<file path="src/clock_select_defines.svh">
// Register indices, field positions and reset values of the clock select and standby block.
// Assumes inclusion by bare name from files that need these constants.
`ifndef CLOCK_SELECT_DEFINES_SVH
`define CLOCK_SELECT_DEFINES_SVH
`define OSC_CTRL_INDEX      32'h0000_7f0a
`define CLK_DIV_INDEX       32'h0000_7f0b
`define OSC_CTRL_RESET      8'h00
`define CLK_DIV_RESET       8'h00
`define STANDBY_CLEAR       8'h00
`define OCR_CER_HI_BIT      7
`define OCR_SEL_MSB         6
`define OCR_SEL_LSB         5
`define OCR_RC_STOP_BIT     4
`define OCR_CER_LO_BIT      3
`define OCR_XTAL_PIN_BIT    2
`define OCR_CER_RUN_BIT     1
`define OCR_XTAL_RUN_BIT    0
`define CDR_BT_SRC_BIT      7
`define CDR_BT_DIV_MSB      5
`define CDR_BT_DIV_LSB      4
`define CDR_SYS_DIV_MSB     2
`define CDR_SYS_DIV_LSB     0
`define CDR_WRITE_MASK      8'hb7
`define SEL_CRYSTAL         2'h3
`define SEL_CERAMIC         2'h2
`define BT_DIV_BASE_LOG2    5
`endif

</file>
<file path="src/clock_select_pkg.sv">
// Types shared by the clock select and standby block.
// Assumes the defines header sits beside it.
`default_nettype none
package clock_select_pkg;
  typedef enum logic [1:0] {
    MODE_RUN   = 2'b00,
    MODE_PAUSE = 2'b01,
    MODE_DEEP  = 2'b10,
    MODE_XKEEP = 2'b11
  } power_mode_e;
endpackage : clock_select_pkg
`default_nettype wire

</file>
<file path="src/clock_select_and_standby.sv">
// Oscillator selection, system and base timer clock division, and standby sequencing, with APB registers.
// Assumes oscillator ticks are one-cycle pulses synchronous to core_clk_i, and the CPU core
// reports standby instructions and interrupt acceptance as pulses on the same clock.
`include "clock_select_defines.svh"
`default_nettype none
module clock_select_and_standby #(
  parameter int SYS_DIV_W = 3,
  parameter int BT_CNT_W  = 8
) (
  // Clock and reset
  input  wire logic                            core_clk_i,
  input  wire logic                            nrst_i,
  // APB slave
  input  wire logic                            psel_i,
  input  wire logic                            penable_i,
  input  wire logic                            pwrite_i,
  input  wire logic [31:0]                     paddr_i,
  input  wire logic [31:0]                     pwdata_i,
  input  wire logic [3:0]                      pstrb_i,
  output logic      [31:0]                     prdata_o,
  output logic                                 pready_o,
  output logic                                 pslverr_o,
  // Oscillator ticks
  input  wire logic                            ceramic_tick_i,
  input  wire logic                            crystal_tick_i,
  input  wire logic                            rc_tick_i,
  // CPU core and interrupt sources
  input  wire logic                            pause_cmd_i,
  input  wire logic                            deep_cmd_i,
  input  wire logic                            xkeep_cmd_i,
  input  wire logic                            wake_req_i,
  input  wire logic                            irq_accept_en_i,
  input  wire logic                            irq_accepted_i,
  // Oscillator controls
  output logic                                 ceramic_osc_en_o,
  output logic                                 crystal_osc_en_o,
  output logic                                 rc_osc_en_o,
  output logic                                 crystal_pins_osc_o,
  // Clock enables and power state
  output logic                                 sys_clk_en_o,
  output logic                                 bt_clk_en_o,
  output logic                                 cpu_run_o,
  output logic                                 periph_run_o,
  output logic                                 periph_crystal_run_o,
  output clock_select_pkg::power_mode_e        mode_o
);
  import clock_select_pkg::*;

  // Registers and state.
  logic [7:0]           osc_ctrl_r;
  logic [7:0]           osc_ctrl_nxt;
  logic [7:0]           clk_div_r;
  logic [7:0]           clk_div_nxt;
  power_mode_e          mode_r;
  power_mode_e          mode_nxt;
  logic [31:0]          prdata_r;
  logic                 pready_r;
  logic                 pslverr_r;
  logic [1:0]           act_sel_r;
  logic [SYS_DIV_W-1:0] act_div_r;
  logic [6:0]           sys_cnt_r;
  logic [BT_CNT_W-1:0]  bt_cnt_r;
  logic                 sys_clk_en_r;
  logic                 bt_clk_en_r;
  logic                 cer_en_r;
  logic                 xtal_en_r;
  logic                 rc_en_r;
  logic                 xpin_r;
  logic                 cpu_run_r;
  logic                 periph_run_r;
  logic                 periph_xtal_run_r;


  // Bus decode.
  // The register indices are not word aligned, so each index is scaled to a byte address.
  // Only the low byte lane carries register data; the upper lanes read as zero.
  // An unmapped address answers with an error and never touches a register.

  wire logic [31:0] osc_ctrl_addr = `OSC_CTRL_INDEX << 2;
  wire logic [31:0] clk_div_addr  = `CLK_DIV_INDEX << 2;
  wire logic        hit_osc   = (paddr_i == osc_ctrl_addr);
  wire logic        hit_div   = (paddr_i == clk_div_addr);
  wire logic        setup     = psel_i & ~penable_i;
  wire logic        wr_commit = psel_i & penable_i & pready_r & pwrite_i & pstrb_i[0] & ~pslverr_r;
  wire logic [7:0]  rd_byte   = hit_osc ? osc_ctrl_r : (hit_div ? clk_div_r : 8'h00);

  // Register fields.
  // The mixed ceramic type codes are forbidden settings; they are treated as oscillation off,
  // which is the safe reading if software writes one by mistake.

  wire logic [1:0] sel_field    = osc_ctrl_r[`OCR_SEL_MSB:`OCR_SEL_LSB];
  wire logic       rc_stop      = osc_ctrl_r[`OCR_RC_STOP_BIT];
  wire logic       cer_type_ok  = osc_ctrl_r[`OCR_CER_HI_BIT] & osc_ctrl_r[`OCR_CER_LO_BIT];
  wire logic       xtal_pin     = osc_ctrl_r[`OCR_XTAL_PIN_BIT];
  wire logic       cer_run      = osc_ctrl_r[`OCR_CER_RUN_BIT];
  wire logic       xtal_run     = osc_ctrl_r[`OCR_XTAL_RUN_BIT];
  wire logic       bt_src_sys   = clk_div_r[`CDR_BT_SRC_BIT];
  wire logic [1:0] bt_div       = clk_div_r[`CDR_BT_DIV_MSB:`CDR_BT_DIV_LSB];
  wire logic [SYS_DIV_W-1:0] sys_div = clk_div_r[`CDR_SYS_DIV_MSB:`CDR_SYS_DIV_LSB];

  // Mode qualifiers.
  // Pause leaves every oscillator and peripheral alone, so only the two standby modes mask.

  wire logic in_deep  = (mode_r == MODE_DEEP);
  wire logic in_xkeep = (mode_r == MODE_XKEEP);
  wire logic standby  = in_deep | in_xkeep;

  // Oscillator run states; crystal-keep only masks the registers, so release restores them.
  wire logic cer_on  = cer_type_ok & cer_run & ~standby;
  wire logic xtal_on = xtal_pin & xtal_run & ~in_deep;
  wire logic rc_on   = ~rc_stop & ~standby;

  // Source tick selection of the active (already switched) source.
  // A tick from a stopped oscillator is ignored, so a stale tick cannot advance the divider.
  // The selection follows the active copy of the select field, not the register itself,
  // because the register may change in the middle of a system clock period.

  wire logic cer_tick  = ceramic_tick_i & cer_en_r;
  wire logic xtal_tick = crystal_tick_i & xtal_en_r;
  wire logic rc_tick   = rc_tick_i & rc_en_r;
  wire logic src_tick  = (act_sel_r == `SEL_CRYSTAL) ? xtal_tick :
                         (act_sel_r == `SEL_CERAMIC) ? cer_tick : rc_tick;
  wire logic act_src_on = (act_sel_r == `SEL_CRYSTAL) ? xtal_en_r :
                          (act_sel_r == `SEL_CERAMIC) ? cer_en_r : rc_en_r;

  // System divider: a pulse when the low act_div bits of the count are all ones.
  // The counter is seven bits wide, enough for the largest ratio of one hundred and twenty-eight.
  // Comparing under a mask lets one counter serve every ratio without a second compare tree.

  wire logic [6:0] div_mask = 7'((8'h01 << act_div_r) - 8'h01);
  wire logic       sys_wrap = src_tick & ((sys_cnt_r & div_mask) == div_mask);
  wire logic       sys_pulse = sys_wrap & ~in_deep;
  // Switching only at a wrap, or while the old source is dead, keeps every period whole.
  wire logic       switch_ok = sys_wrap | ~act_src_on;

  // Base timer divider over system clock pulses.
  // The exponent needs four bits: the largest ratio is two to the eighth.
  // With the crystal as base timer source the pulse is the gated crystal tick itself.

  wire logic [3:0]          bt_log2  = 4'(`BT_DIV_BASE_LOG2) + {2'b00, bt_div};
  wire logic [BT_CNT_W-1:0] bt_mask  = BT_CNT_W'((9'h001 << bt_log2) - 9'h001);
  wire logic                bt_wrap  = sys_pulse & ((bt_cnt_r & bt_mask) == bt_mask);
  wire logic                bt_pulse = bt_src_sys ? bt_wrap : xtal_tick;

  // Standby sequencing.
  // A wake request already pending at a standby command skips the standby mode entirely.
  // Commands are only honoured in normal operation; in pause or standby they are ignored,
  // since the core cannot execute an instruction there.
  // Pause wins over the standby commands when several arrive together.

  wire logic wake_dest_run = irq_accept_en_i;
  always_comb begin
    mode_nxt = mode_r;
    case (mode_r)
      MODE_RUN: begin
        if (pause_cmd_i) begin
          mode_nxt = MODE_PAUSE;
        end else if (deep_cmd_i | xkeep_cmd_i) begin
          if (wake_req_i) begin
            mode_nxt = wake_dest_run ? MODE_RUN : MODE_PAUSE;
          end else begin
            mode_nxt = deep_cmd_i ? MODE_DEEP : MODE_XKEEP;
          end
        end
      end
      MODE_PAUSE: begin
        if (irq_accepted_i) begin
          mode_nxt = MODE_RUN;
        end
      end
      MODE_DEEP: begin
        if (wake_req_i) begin
          mode_nxt = wake_dest_run ? MODE_RUN : MODE_PAUSE;
        end
      end
      MODE_XKEEP: begin
        if (wake_req_i) begin
          mode_nxt = wake_dest_run ? MODE_RUN : MODE_PAUSE;
        end
      end
      default: begin
        mode_nxt = MODE_RUN;
      end
    endcase
  end

  // Deep standby entry clears both registers so that wake comes back on the RC oscillator.
  // The clear wins over a register write landing in the same cycle.

  wire logic deep_entry = (mode_r == MODE_RUN) & deep_cmd_i & ~pause_cmd_i & ~wake_req_i;

  always_comb begin
    osc_ctrl_nxt = osc_ctrl_r;
    clk_div_nxt  = clk_div_r;
    if (deep_entry) begin
      osc_ctrl_nxt = `STANDBY_CLEAR;
      clk_div_nxt  = `STANDBY_CLEAR;
    end else if (wr_commit & hit_osc) begin
      osc_ctrl_nxt = pwdata_i[7:0];
    end else if (wr_commit & hit_div) begin
      clk_div_nxt  = pwdata_i[7:0] & `CDR_WRITE_MASK;
    end
  end

  // Registers and mode.
  // Crystal-keep standby does not touch the registers; the masks above restore the old state.

  always_ff @(posedge core_clk_i) begin
    if (!nrst_i) begin
      osc_ctrl_r <= `OSC_CTRL_RESET;
      clk_div_r  <= `CLK_DIV_RESET;
      mode_r     <= MODE_RUN;
    end else begin
      osc_ctrl_r <= osc_ctrl_nxt;
      clk_div_r  <= clk_div_nxt;
      mode_r     <= mode_nxt;
    end
  end

  // APB answer: prepared in the setup cycle, so the access phase completes at once.
  // Read data and the error flag hold until the next setup cycle.
  // Writes commit at the access edge, never in the setup cycle.

  always_ff @(posedge core_clk_i) begin
    if (!nrst_i) begin
      prdata_r  <= 32'h0000_0000;
      pready_r  <= 1'b0;
      pslverr_r <= 1'b0;
    end else begin
      pready_r  <= setup;
      if (setup) begin
        prdata_r  <= {24'h00_0000, rd_byte};
        pslverr_r <= ~(hit_osc | hit_div);
      end
    end
  end

  // Oscillator enables.
  // The enables lag the register and mode by one cycle; the RC oscillator runs out of reset.

  always_ff @(posedge core_clk_i) begin
    if (!nrst_i) begin
      cer_en_r  <= 1'b0;
      xtal_en_r <= 1'b0;
      rc_en_r   <= 1'b1;
      xpin_r    <= 1'b0;
    end else begin
      cer_en_r  <= cer_on;
      xtal_en_r <= xtal_on;
      rc_en_r   <= rc_on;
      xpin_r    <= xtal_pin;
    end
  end

  // System clock divider and glitch-free switch.
  // A new source or ratio waits for the end of the current period, so no period is cut short.
  // If the old source has stopped, waiting would hang the clock, so the switch is taken at once.

  always_ff @(posedge core_clk_i) begin
    if (!nrst_i) begin
      act_sel_r <= 2'h0;
      act_div_r <= '0;
      sys_cnt_r <= 7'h00;
    end else begin
      if (switch_ok) begin
        act_sel_r <= sel_field;
        act_div_r <= sys_div;
        sys_cnt_r <= 7'h00;
      end else if (src_tick) begin
        sys_cnt_r <= sys_cnt_r + 7'h01;
      end
    end
  end

  // Base timer divider and clock enable outputs.
  // The count only advances on system pulses, so it freezes in deep standby with the rest.

  always_ff @(posedge core_clk_i) begin
    if (!nrst_i) begin
      bt_cnt_r     <= '0;
      sys_clk_en_r <= 1'b0;
      bt_clk_en_r  <= 1'b0;
    end else begin
      if (sys_pulse) begin
        bt_cnt_r <= bt_wrap ? '0 : bt_cnt_r + BT_CNT_W'(1);
      end
      sys_clk_en_r <= sys_pulse;
      bt_clk_en_r  <= bt_pulse;
    end
  end

  // Run indications, registered from the next mode so they stay aligned with mode_o.
  // Peripherals on the crystal keep running in every mode but deep standby.
  always_ff @(posedge core_clk_i) begin
    if (!nrst_i) begin
      cpu_run_r         <= 1'b1;
      periph_run_r      <= 1'b1;
      periph_xtal_run_r <= 1'b1;
    end else begin
      cpu_run_r         <= (mode_nxt == MODE_RUN);
      periph_run_r      <= (mode_nxt == MODE_RUN) | (mode_nxt == MODE_PAUSE);
      periph_xtal_run_r <= (mode_nxt != MODE_DEEP);
    end
  end

  // Outputs.
  // Every output below comes straight from a flip-flop.

  assign prdata_o             = prdata_r;
  assign pready_o             = pready_r;
  assign pslverr_o            = pslverr_r;
  assign ceramic_osc_en_o     = cer_en_r;
  assign crystal_osc_en_o     = xtal_en_r;
  assign rc_osc_en_o          = rc_en_r;
  assign crystal_pins_osc_o   = xpin_r;
  assign sys_clk_en_o         = sys_clk_en_r;
  assign bt_clk_en_o          = bt_clk_en_r;
  assign mode_o               = mode_r;
  assign cpu_run_o            = cpu_run_r;
  assign periph_run_o         = periph_run_r;
  assign periph_crystal_run_o = periph_xtal_run_r;
endmodule : clock_select_and_standby
`default_nettype wire

</file>
<file path="config.mk">
export PLATFORM = sky130hd
export DESIGN_NAME = clock_select_and_standby
export DESIGN_NICKNAME = d
export VERILOG_FILES = /design/src/clock_select_pkg.sv /design/src/clock_select_and_standby.sv
export VERILOG_INCLUDE_DIRS = /design/src /design/src/src
export SDC_FILE = /design/constraint.sdc
export NUM_CORES = 1
export LEC_CHECK = 0
export BUFFER_PORTS_ARGS = -buffer_cell sky130_fd_sc_hd__buf_4
export CORE_MARGIN = 2
export CORE_UTILIZATION = 50
export DETAILED_ROUTE_END_ITERATION = 10
export PLACE_DENSITY = 0.81
export SYNTH_ARGS = -nofsm -noshare
export SYNTH_HDL_FRONTEND = slang
export SYNTH_SLANG_ARGS = --single-unit
</file>
<file path="constraint.sdc">
create_clock -name core_clk_i -period 3.4 [get_ports core_clk_i]
set_input_delay 0.68 -clock core_clk_i [delete_from_list [all_inputs] [get_ports core_clk_i]]
set_output_delay 0.68 -clock core_clk_i [all_outputs]
set_load 0.03 [all_outputs]
</file>
## Word-level counts from Yosys, hierarchy flattened

Index checks and enable logic that the tools add are counted.
W data, S select, Z words.

| cells by class | value |
|---|---|
| reduce and logical (&&, ||, !) cells | 6 |
| bitwise logic cells | 41 |
| add/subtract/negate cells | 5 |
| equality and inequality tests | 11 |
| mux-type cells | 16 |
| shifts and indexed selects | 2 |

Operators with widths:

| operator | number |
|---|---|
| $eq A32 B17 Y1 const B | 2 |
| $mux W8 | 3 |
| $and A1 B1 Y1 | 23 |
| $not A1 Y1 | 11 |
| $mux W2 | 5 |
| $add A8 B1 Y8 const B | 1 |
| $and A8 B8 Y8 | 1 |
| $eq A2 B2 Y1 const B | 4 |
| $eq A8 B8 Y1 | 1 |
| $shl A1 B4 Y8 const A | 1 |
| $sub A8 B1 Y8 const B | 1 |
| $add A7 B1 Y7 const B | 1 |
| $and A7 B7 Y7 | 1 |
| $eq A7 B7 Y1 | 1 |
| $mux W1 | 7 |
| $shl A1 B3 Y7 const A | 1 |
| $sub A7 B1 Y7 const B | 1 |
| $pmux W2 S3 | 1 |
| $reduce_or A2 Y1 | 3 |
| $or A1 B1 Y1 | 5 |
| $add A3 B2 Y4 const A | 1 |
| $eq A2 B1 Y1 const B | 2 |
| $logic_not A2 Y1 | 2 |
| $ne A2 B2 Y1 const B | 1 |
| $reduce_and A2 Y1 | 1 |

| word-level totals | value |
|---|---|
| register bits | 55 |
| output and inout bits | 45 |
| bits of input ports | 82 |

## Depth between registers and ports, before layout

| depth | value |
|---|---|
| depth after elaboration | 8 |
| gate-level depth with buffers | 7 |
| depth with buffers taken out | 5 |

## Worst setup path after synthesis

No wires, ideal clock.

| path | value |
|---|---|
| path kind | input-to-reg |
| start point | in paddr_i[1] |
| end point | reg osc_ctrl_r[0] |
| data arrival time | 2,076 ps |
| path buffers | 0 |
| stages | 5 |
| path slack | 1,196 ps |
| data required time | 3,272 ps |
| cells stage by stage | nor4b_1 -> nand4_1 -> nor4_4 -> mux2i_1 -> nor2_1 |

| between the ends | value |
|---|---|
| cells in the longest elaborated chain, start to end | 2 |

RTL lines:

| element | RTL line | RTL |
|---|---|---|
| start, declared | clock_select_and_standby.sv:17 | `input wire logic [31:0] paddr_i,` |
| $eq A32 B17 Y1 | clock_select_and_standby.sv:81 | `wire logic hit_osc = (paddr_i == osc_ctrl_addr);` |
| $and A1 B1 Y1 | clock_select_and_standby.sv:198 | `end else if (wr_commit & hit_osc) begin` |
| end signal, assigned | clock_select_and_standby.sv:210 | `` osc_ctrl_r <= `OSC_CTRL_RESET; `` |
| end signal, assigned | clock_select_and_standby.sv:214 | `osc_ctrl_r <= osc_ctrl_nxt;` |
| end, declared | clock_select_and_standby.sv:50 | `logic [7:0] osc_ctrl_r;` |

No other way between the ends.
A chain may end at the register's enable or synchronous reset.

## Worst setup path in the final report

| path | value |
|---|---|
| start point | in paddr_i[1] |
| end point | reg osc_ctrl_r[1] |

Same word-level chain as after synthesis.

==> flow_summary.ini <==
[layout]
syn2layout_area_growth_pct = 22.6
ff_latch_area_sq_um = 1100
drive_gt1_share_pct = 27.0
multi_input_area_sq_um = 1420
n_antenna_cell = 0
fillers = 461
fin_nets = 455
fin_cells = 441

[die]
fp.dieW_um = 77.4
die_h_um = 77.4
start_util_pct = 52.4
die_area_sq_um = 5990
row_count = 26
core_area_sq_um = 5140
pin_count = 127

[timing]
max_slew_margin_pct = 52.0
timing.fmax_mhz = 450
rsz0062_at_grt = false
fin_setup_tns_ns = 0
hold_violations = 0
slew_viol_final = 0
fin_worst_skew_ns = 0.00664
whs_ns = 0.483
min_period_ns = 2.22
worstMarginPinSlew_ns = 0.715
setup_viol = 0
fin_crit_sh_pct = 65.4

[critical_path]
crit_type = in2reg
r2r-end = bt_cnt_r[4]
crit_family = simple AND/OR/NAND/NOR gates
cp.required_ns = 3.61
worstSetupEndpointType = register
start_kind = input pin
crit_slowest_cell = nor4_4
reg2regPathDepth = 5
crit_arrival_ns = 2.43
path_cells = buf_4, nor4b_1, nand4_1, nor4_4, mux2i_1, nor2_1
rr_startpoint = act_sel_r[1]
cp_max_fo = 8
crit_buf_inv = 1
regToRegSetupSlack_ns = 1.28
cp_slowest_stage_delay_ns = 0.69

[yosys]
ys_async_sr_fraction_pct = 0
synth_edf_count = 0
synth.top_cells.by_count = dfxtp_1 (55), nor2_1 (35), buf_4 (24), nand2_1 (23), mux2i_1 (20)
ys_seq_area_share_pct = 40.9
postSynthCellCount = 298
synth_area_sq_um = 2700
synth.area.top_cells = dfxtp_1 (41%), mux2i_1 (7.4%), buf_4 (6.7%), nor2_1 (4.9%), nand2_1 (3.2%)
syn_area_per_cell_sq_um = 9.04
ys_warn_count = 0
synth_seq_cells = 55
synthFlopType = dfxtp_1
yosysMostFrequentCell = dfxtp_1
synth_top_cell_by_area = dfxtp_1
netlist.area_leader.share_pct = 40.9
synth_cell_types = 50

[drt]
drt_wl_total_um = 5730
wl_per_cell_um = 13.0
vias_per_cell = 5.19
initialDrtViolationCount = 202
drtAntennaViolNets = 0
firstDrtPassIters = 4
route.detailed.drc = 0
routed-via-count = 2290

[cts]
cts_buffer_depth = 2
clk_pin_slew_ns = 0.10
clk_root_buffer_cell = clkbuf_8
cts_max_level = 2
cts_hold_repair.buffers = 0
cts_setup_buffers = 0
clk_latency_ns = 0.31
cts_made_buffers = 5
cts_tree = yes
cts_resized = 0
clock-sinks = 55

[power_and_ir_drop]
power_switching_w = 0.000319
intPower_w = 0.000868
powerDensity_nw_per_um2 = 359
pwr-share-comb_pct = 14.3
pwr-share-clk_pct = 29.8
p_leak_nw = 1.33
swShare_pct = 26.9
peakVddDrop_uv = 353
seq_power_share_pct = 55.8

[placed_design]
post-dp-hpwl_um = 4400
place_inst = 433
place_congestion = 0.882
port_buffers = 75

[outcome]
status = finished clean

[hold_path]
hold_depth = 2
hold_path_class = reg2reg
min_from = clk_div_r[2]
worst_hold_path.endpoint = act_div_r[2]

[run]
maxCapViolCount = 0

[grt]
gr-total-overflow = 0
grt_pass1_vias = 2122
grt_start_max_net_pins = 24
grt_pass1_wl_um = 9490
grt.total_usage_pct = 19.2
antenna_found_initial = 0
[power by group through the flow]
stage / registers (W) / clock network [W] / logic, W
after floorplan: 0.000690 / 0 / 0.000108
after global placement: 0.000678 / 0 / 0.000167
after detailed placement: 0.000678 / 0 / 0.000170
after CTS: 0.000663 / 0.000363 / 0.000170
after global routing: 0.000665 / 0.000386 / 0.000182
final: 0.000663 / 0.000354 / 0.000170
[registers in the layout, summed over array words and instances, names as in the netlist, 2 cells and up]
register and count:
act_div_r 3, act_sel_r 2, bt_cnt_r 8, clk_div_r 6, mode_o 2, osc_ctrl_r 8, prdata_o 8, sys_cnt_r 7
[metrics by stage]
stage / power [W] / cell area [sq um] / setup WS, ns / utilization, %
6_report: 0.00119 / 3300 / 1.18 / 64.3
2_1_floorplan: 0.000798 / 2780 / 1.20 / -
3_3_place_gp: 0.000844 / 3220 / 0.836 / 62.6
4_1_cts: 0.00120 / 3300 / 1.16 / 64.3
3_5_place_dp: 0.000848 / 3220 / 0.849 / 62.6
5_1_grt: 0.00123 / 3300 / 0.995 / 64.3
[worst max path at each step]
stage	end	from	cells past startpoint
after floorplan	osc_ctrl_r[0]	paddr_i[1]	5
after detailed placement	osc_ctrl_r[1]	paddr_i[1]	6
after CTS	osc_ctrl_r[1]	paddr_i[1]	6
after global routing	osc_ctrl_r[1]	paddr_i[1]	6
final	osc_ctrl_r[1]	paddr_i[1]	6
after global placement	osc_ctrl_r[1]	paddr_i[1]	6
[worst min-delay path, stage by stage (launching register included)]
cell     delay, ns
dfxtp_1       0.34
nand2_1       0.06
mux2i_1       0.05
[cell families (layout without fill, tap and decap cells)]
family	count (synthesis)	in the layout	synth area share, %
adder cells (fa/ha/maj)	3	3	1.39
flip-flops	55	55	40.9
other	1	24	0.139
multiplexers	26	26	9.93
AND/OR/NAND/NOR	117	117	23.7
XOR/XNOR	6	6	1.95
AO/OA/AOI/OAI	46	46	12.3
buffers and inverters	44	94	9.75
[area by class of cell]
cell class	instances	area share, %
inverter	9	1.02
clock inverter	2	0.379
sequential	55	33.3
tap	70	2.65
clock buffer	6	2.20
multi-input combinational	222	42.9
timing repair buffer	77	17.5
[per-layer routing]
layer	global-route usage (%)	vias to the layer above	part of all wire [%]
li1	-	1156	-
met3	3.26	11	4.3
met4	7.32	0	2.1
met1	25.2	1063	46
met5	0	-	0
met2	31.7	60	48
[cells in the final DEF (no fill, tap or decap), drive strengths merged, types with 5 or more instances in the layout]
master / instances
mux2: 6
clkbuf: 6
nand3: 8
mux2i: 20
buf: 77
a21oi: 11
a22oi: 6
nor3: 6
nand2b: 8
nor2: 35
nand2: 23
or3: 5
nor4: 5
o21ai: 7
nand4: 5
inv: 9
conb: 24
dfxtp: 55
No activity file was read; power rests on OpenSTA's default activity.
